===== src/shift_reg_pkg.sv =====
// Shared constants and types for the four-stage universal shift register.
// Assumes a single 20 MHz clock domain and synchronous, active-low reset.

package shift_reg_pkg;

  // ------------------------------------------------------------------
  // Sizes
  // ------------------------------------------------------------------
  localparam int STAGES     = 4;
  localparam int FIFO_DEPTH = 16;
  localparam int OP_COUNT_W = 16;

  // ------------------------------------------------------------------
  // Select encodings as seen on the two select pins {first, second}
  // ------------------------------------------------------------------
  localparam logic [1:0] SEL_LOAD  = 2'h0;
  localparam logic [1:0] SEL_RIGHT = 2'h1;
  localparam logic [1:0] SEL_LEFT  = 2'h2;
  localparam logic [1:0] SEL_HOLD  = 2'h3;

  // ------------------------------------------------------------------
  // Values after reset, and the count step
  // ------------------------------------------------------------------
  localparam logic [STAGES-1:0]     STAGE_RESET    = 4'h0;
  localparam logic [OP_COUNT_W-1:0] OP_COUNT_RESET = 16'h0000;
  localparam logic [OP_COUNT_W-1:0] OP_COUNT_STEP  = 16'h0001;

  // ------------------------------------------------------------------
  // Types
  // ------------------------------------------------------------------
  typedef enum logic [1:0] {
    MODE_LOAD,
    MODE_RIGHT,
    MODE_LEFT,
    MODE_HOLD
  } mode_t;

  typedef struct packed {
    logic first;
    logic second;
  } select_t;

  // One operation request as presented on the input pins
  typedef struct packed {
    select_t           sel;
    logic              left_serial_in;
    logic              right_serial_in;
    logic [STAGES-1:0] parallel_in;
  } op_req_t;

  // Record of one applied operation and the word it produced
  typedef struct packed {
    mode_t             mode;
    logic [STAGES-1:0] word;
  } snapshot_t;

  localparam int SNAP_W = $bits(snapshot_t);

  // Map the select pins onto an operating mode
  function automatic mode_t decode_mode(input select_t s);
    mode_t m;
    m = MODE_HOLD;
    if ({s.first, s.second} == SEL_LOAD) begin
      m = MODE_LOAD;
    end else if ({s.first, s.second} == SEL_RIGHT) begin
      m = MODE_RIGHT;
    end else if ({s.first, s.second} == SEL_LEFT) begin
      m = MODE_LEFT;
    end
    return m;
  endfunction

endpackage


===== src/snapshot_fifo.sv =====
// Synchronous first-in first-out buffer with valid/ready on both sides.
// Assumes one clock; status flags are registered so in_ready and out_valid come from flops.

`timescale 1ns/100ps
`default_nettype none

module snapshot_fifo #(
  parameter int WIDTH = 6,
  parameter int DEPTH = 16
) (
  input  wire logic             clk,
  input  wire logic             resetn,
  input  wire logic             in_valid,
  output logic                  in_ready,
  input  wire logic [WIDTH-1:0] in_data,
  output logic                  out_valid,
  input  wire logic             out_ready,
  output logic [WIDTH-1:0]      out_data
);
  localparam int PTR_W = $clog2(DEPTH);
  localparam int CNT_W = PTR_W + 1;
  localparam logic [CNT_W-1:0] FULL_COUNT = CNT_W'(DEPTH);
  localparam logic [PTR_W-1:0] LAST_PTR   = PTR_W'(DEPTH - 1);

  logic [WIDTH-1:0] mem [DEPTH];
  logic [PTR_W-1:0] wr_ptr;
  logic [PTR_W-1:0] rd_ptr;
  logic [CNT_W-1:0] count;
  logic [CNT_W-1:0] next_count;
  logic             push;
  logic             pop;

  assign push     = in_valid && in_ready;
  assign pop      = out_valid && out_ready;
  assign out_data = mem[rd_ptr];

  // Occupancy after this edge
  always_comb begin
    next_count = count;
    if (push && !pop) begin
      next_count = count + CNT_W'(1);
    end else if (pop && !push) begin
      next_count = count - CNT_W'(1);
    end
  end

  // Storage; no reset needed, guarded by the count
  always_ff @(posedge clk) begin
    if (push) begin
      mem[wr_ptr] <= in_data;
    end
  end

  // Pointers and registered flags
  always_ff @(posedge clk) begin
    if (!resetn) begin
      wr_ptr    <= '0;
      rd_ptr    <= '0;
      count     <= '0;
      in_ready  <= 1'b0;
      out_valid <= 1'b0;
    end else begin
      if (push) begin
        wr_ptr <= (wr_ptr == LAST_PTR) ? '0 : wr_ptr + PTR_W'(1);
      end
      if (pop) begin
        rd_ptr <= (rd_ptr == LAST_PTR) ? '0 : rd_ptr + PTR_W'(1);
      end
      count     <= next_count;
      in_ready  <= (next_count != FULL_COUNT);
      out_valid <= (next_count != '0);
    end
  end

endmodule

`default_nettype wire


===== src/stage_next_mux.sv =====
// Next-value steering for the four storage stages.
// Purely combinational; the caller registers the result only on edges where a request is accepted.

`timescale 1ns/100ps
`default_nettype none

module stage_next_mux (
  input  wire shift_reg_pkg::mode_t              mode,
  input  wire logic [shift_reg_pkg::STAGES-1:0] cur_word,
  input  wire shift_reg_pkg::op_req_t            req,
  output logic [shift_reg_pkg::STAGES-1:0]      next_word
);
  import shift_reg_pkg::*;

  // Mode picks the data path into each stage; the clock is never touched
  always_comb begin
    next_word = cur_word;
    case (mode)
      MODE_LOAD: begin
        next_word = req.parallel_in;
      end
      MODE_RIGHT: begin
        next_word = {req.right_serial_in, cur_word[3:1]};
      end
      MODE_LEFT: begin
        next_word = {cur_word[2:0], req.left_serial_in};
      end
      default: begin
        next_word = cur_word;
      end
    endcase
  end

endmodule

`default_nettype wire


===== src/universal_shift_register.sv =====
// Four-stage universal shift register with a snapshot trail buffer.
// Assumes surrounding synchronous logic drives selects and data on clk.

`timescale 1ns/100ps
`default_nettype none

module universal_shift_register (
  input  wire logic                                clk,
  input  wire logic                                resetn,
  input  wire logic                                mode_select_first,
  input  wire logic                                mode_select_second,
  input  wire logic                                left_serial_in,
  input  wire logic                                right_serial_in,
  input  wire logic                                parallel_in_bit_zero,
  input  wire logic                                parallel_in_bit_one,
  input  wire logic                                parallel_in_bit_two,
  input  wire logic                                parallel_in_bit_three,
  input  wire logic                                op_valid,
  output logic                                     op_ready,
  output logic                                     stage_out_zero,
  output logic                                     stage_out_one,
  output logic                                     stage_out_two,
  output logic                                     stage_out_three,
  output shift_reg_pkg::mode_t                     applied_mode,
  output logic [shift_reg_pkg::OP_COUNT_W-1:0]     op_count,
  output logic                                     op_dropped,
  output logic                                     snap_valid,
  input  wire logic                                snap_ready,
  output shift_reg_pkg::snapshot_t                 snap_data
);
  import shift_reg_pkg::*;

  // ------------------------------------------------------------------
  // Internal signals
  // ------------------------------------------------------------------
  op_req_t           req;
  mode_t             req_mode;
  logic [STAGES-1:0] word;
  logic [STAGES-1:0] next_word;
  logic              accept;
  snapshot_t         push_snap;
  logic [SNAP_W-1:0] fifo_out;

  // ------------------------------------------------------------------
  // Request capture
  // ------------------------------------------------------------------

  // Gather the pins into one request so the steering sees a single word
  // One driver for the whole struct keeps the multi-driver checks quiet
  assign req = '{
    sel:             '{first: mode_select_first, second: mode_select_second},
    left_serial_in:  left_serial_in,
    right_serial_in: right_serial_in,
    parallel_in:     {parallel_in_bit_three, parallel_in_bit_two,
                      parallel_in_bit_one, parallel_in_bit_zero}
  };

  assign req_mode = decode_mode(req.sel);

  // An operation only takes effect while the trail buffer has room,
  // so no applied operation is ever missing from the snapshot trail
  assign accept = op_valid && op_ready;

  // ------------------------------------------------------------------
  // Stage steering
  // ------------------------------------------------------------------

  stage_next_mux u_next (
    .mode      (req_mode),
    .cur_word  (word),
    .req       (req),
    .next_word (next_word)
  );

  // ------------------------------------------------------------------
  // Storage stages
  // ------------------------------------------------------------------

  // update on rising edge only
  // Every stage sees every edge but loads only on accept; a refused request keeps
  // the old word through the enable, not through the mux path the hold mode uses.
  // cleared only as a defined start
  always_ff @(posedge clk) begin
    if (!resetn) begin
      word <= STAGE_RESET;
    end else if (accept) begin
      word <= next_word;
    end
  end

  assign stage_out_zero  = word[0];
  assign stage_out_one   = word[1];
  assign stage_out_two   = word[2];
  assign stage_out_three = word[3];

  // ------------------------------------------------------------------
  // Status
  // ------------------------------------------------------------------

  // Mode of the last operation that took effect
  always_ff @(posedge clk) begin
    if (!resetn) begin
      applied_mode <= MODE_HOLD;
    end else if (accept) begin
      applied_mode <= req_mode;
    end
  end

  // Wrapping count of applied operations, hold included
  always_ff @(posedge clk) begin
    if (!resetn) begin
      op_count <= OP_COUNT_RESET;
    end else if (accept) begin
      op_count <= op_count + OP_COUNT_STEP;
    end
  end

  // Sticky: a request was offered while op_ready was low (buffer full, or the first cycle after reset).
  // Only reset clears it, so no set/clear race exists.
  always_ff @(posedge clk) begin
    if (!resetn) begin
      op_dropped <= 1'b0;
    end else if (op_valid && !op_ready) begin
      op_dropped <= 1'b1;
    end
  end

  // ------------------------------------------------------------------
  // Snapshot trail
  // ------------------------------------------------------------------

  // Each applied operation logs its mode and the word it produced
  assign push_snap      = '{mode: req_mode, word: next_word};
  assign snap_data      = snapshot_t'(fifo_out);

  // A stalled reader fills the buffer, which then drops op_ready
  snapshot_fifo #(
    .WIDTH (SNAP_W),
    .DEPTH (FIFO_DEPTH)
  ) u_trail (
    .clk       (clk),
    .resetn    (resetn),
    .in_valid  (op_valid),
    .in_ready  (op_ready),
    .in_data   (push_snap),
    .out_valid (snap_valid),
    .out_ready (snap_ready),
    .out_data  (fifo_out)
  );

endmodule

`default_nettype wire


===== config.mk =====
export PLATFORM = sky130hd
export DESIGN_NAME = universal_shift_register
export DESIGN_NICKNAME = d
export VERILOG_FILES = /design/src/shift_reg_pkg.sv /design/src/snapshot_fifo.sv /design/src/stage_next_mux.sv /design/src/universal_shift_register.sv
export SDC_FILE = /design/constraint.sdc
export NUM_CORES = 1
export LEC_CHECK = 0
export ABC_AREA = 1
export BUFFER_PORTS_ARGS = -buffer_cell sky130_fd_sc_hd__buf_2
export CAP_MARGIN = 20
export CORE_ASPECT_RATIO = 0.9
export CORE_UTILIZATION = 51
export DETAILED_ROUTE_END_ITERATION = 8
export PLACE_DENSITY_LB_ADDON = 0.12
export REMOVE_ABC_BUFFERS = 1
export SYNTH_ARGS = -nofsm -noshare
export SYNTH_HDL_FRONTEND = slang
export SYNTH_SLANG_ARGS = --single-unit

===== constraint.sdc =====
create_clock -name clk -period 3.7 [get_ports clk]
set_input_delay 0.925 -clock clk [delete_from_list [all_inputs] [get_ports clk]]
set_output_delay 0.925 -clock clk [all_outputs]
set_load 0.03 [all_outputs]

==> summary.txt <==
RSZ-0062 raised after global routing: false
Slew @ Worst Pin: 0.793 ns
Via density: 5.58
Cell variety after synth: 36
# rows: 36
Die Span Y: 104 um
Worst Hold Launch: op_dropped
Hold Buf Count CTS: 0
Period minus WS final: 3.12 ns
Seq/Total Area, Yosys: 62.9%
Number of placed I/O pins: 43
Worst reg2reg setup slack: 1.52 ns
Critical Path AT: 2.20 ns
Clock network fraction of design power: 38.8%
Slowest-stage cell, CP: dfxtp_1
Max incr delay on CP: 0.73 ns
Post-Route WL: 13800 um
Combinational share of power: 19.7%
Worst setup margin: 0.580 ns
Fin. Hold Viols: 0
Iteration-0 DRC Markers: 436
Synth Instances: 587
Routed Antenna Nets: 0
Core ar.: 0.0110 mm^2
Final cell count without fillers: 789
Clock Skews: 0.00907 ns
Worst Path Max Fanout: 14
Antenna fix cells: 0
P_sw: 1.35 mW
Die Width: 116 um
DR pass1 iterations: 7
Count leader, synth: nor2_1
VDD IR max: 0.000463 V
Average cell area after synthesis: 10.1 um^2
Post-route total power: 4.44 mW
Hpwl dp: 9140 um
Ratio of cells with drive above 1 in the final layout: 13.5%
Tcrit/Tclk final: 84.3%
Pwr Density: 653 mW/mm^2
Post-CTS Setup Inserts: 0
Startpoint Class: flop
Cts repair resizes: 0
Worst skew pair latency: 0.41 ns
Reported max-cap violation count: 0
Hold WC Path Type: reg2reg
Setup TNS: 0 ns
Final setup fails: 0
Pint: 3.08 mW
CTS tree: yes
Final #Nets: 644
Yosys Warn Count: 0
Crit path kind: reg2out
First-pass GRT wire length: 21800 um
Largest net degree at the start of global routing: 52
Worst EP required: 2.77 ns
Vias in the first global route: 4207
Synth area leader: edfxtp_1
Clk Tree Root Cell: clkbuf_16
Post-synthesis sequential element count: 138
Mapped Area: 0.00592 mm^2
Die ar.: 0.0120 mm^2
CTS buffer count: 17
Clock Tree Buf Depth: 2
Post-synth top area share: 48.7%
DRC: 0
Synth Flop Type: edfxtp_1
Leakage: 2.60 nW
Via count: 4403
Worst-path clk slew: 0.06 ns
Commonest cells in the netlist: nor2_1 (97), edfxtp_1 (96), nand2_1 (77)
# port buffers: 42
Status: completed
Layout area overhead: 14.9%
Rel. slew slack: 47.0%
Reg-to-Reg Start: u_trail.in_ready
Async S/R FF share, synth: 0%
Top cells by area, synth: edfxtp_1 (49%), dfxtp_1 (14%), nor2_1 (6.2%), o21ai_0 (5.4%), nand2_1 (4.9%)
CP Cell Sequence: inv_1 -> o221ai_1 -> nand3_1 -> nand2_1 -> buf_2
Sequential share of power: 41.6%
Worst Setup End Kind: primary output
Initial Util: 53.6%
Clock sink count: 138
GRT overflow: 0
Number of enable flip-flop cells after synthesis: 96
Fmax: 320 MHz
Drt wl/cell: 17.4 um
Hold Slack: 0.479 ns
Antenna violations before repair: 0
Slew Limit Fails: 0
Place WS: 0.878 ns
H-tree Lvls: 4
Placed cells: 757
Sw Share: 30.5%
RePlAce Congestion: 0.864
Global Route Usage Sum: 24.2%
==> flip-flops by register name (all words and copies together), names as in the netlist, named ones only <==
register and cells:
u_trail.wr_ptr 4, word 4, op_dropped 1, u_trail.rd_ptr 4
applied_mode 2, u_trail.in_ready 1, u_trail.mem 96, u_trail.out_valid 1
op_count 16, u_trail.count 5
==> power by group through the flow <==
stage	combinational, mW	clock (mW)	sequential (mW)
3_3_place_gp	0.850	0	1.87
3_5_place_dp	0.866	0	1.87
5_1_grt	0.969	1.80	1.85
6_report	0.872	1.72	1.84
2_1_floorplan	0.512	0	1.95
4_1_cts	0.868	1.73	1.84
==> worst paths after layout <==
path / cells past startpoint / endpoint
max reg2reg: 4 / u_trail.mem[6][5]
min: 2 / op_dropped
min reg2reg: 2 / op_dropped
max: 5 / snap_data[3]
==> metal layers <==
layer	share of wire (%)	GRT usage [%]
met1	43	32.1
met2	47	37.7
met3	8.2	6.88
met4	1.5	8.63
met5	0	0
==> through the flow <==
step                      utilization (%)  area, um^2
after floorplan                         -        5770
after global placement               56.1        6190
after detailed placement             56.1        6190
after CTS                            61.6        6800
after global routing                 61.6        6800
final                                61.6        6800
==> layout make-up <==
class                   instances  area [um^2]
flip-flops and latches        138         3720
clock buffers                  19          433
multi-input cells             368         1840
inverters                      54          205
repair buffers                 45          233
clock inverters                13          170
fillers                       908         4240
well taps                     152          190
==> cell usage in the layout (no fill, tap or decap), types with 3 or more instances in the layout <==
master     count
a21oi_1       22
buf_2         42
buf_4          3
bufinv_16      3
clkbuf_16     17
clkinv_4       4
dfxtp_1       42
edfxtp_1      96
ha_1           8
inv_1         51
nand2_1       77
nand3_1       40
nand4_1        6
nor2_1        97
nor2_2         3
nor3_1         6
o211ai_1       9
o21ai_0       64
o21ai_1        4
o221ai_1      17
xor2_1         4
==> critical path: cells and delay by family (launching register included) <==
family / cells / cell delay [ns]
AOI/OAI and AO/OA: 1 / 0.23
buffers and inverters: 2 / 0.58
DFF: 1 / 0.73
and+or+nand+nor: 2 / 0.23
==> cell families after synthesis <==
| group | synth area share, % |
|---|---|
| simple gates | 17.5 |
| flops | 62.9 |
| compound gates | 11.4 |
| buf+inv | 5.90 |
| fa+ha+maj | 1.69 |
| xor+xnor | 0.592 |
(Power assumes the default switching activity.)
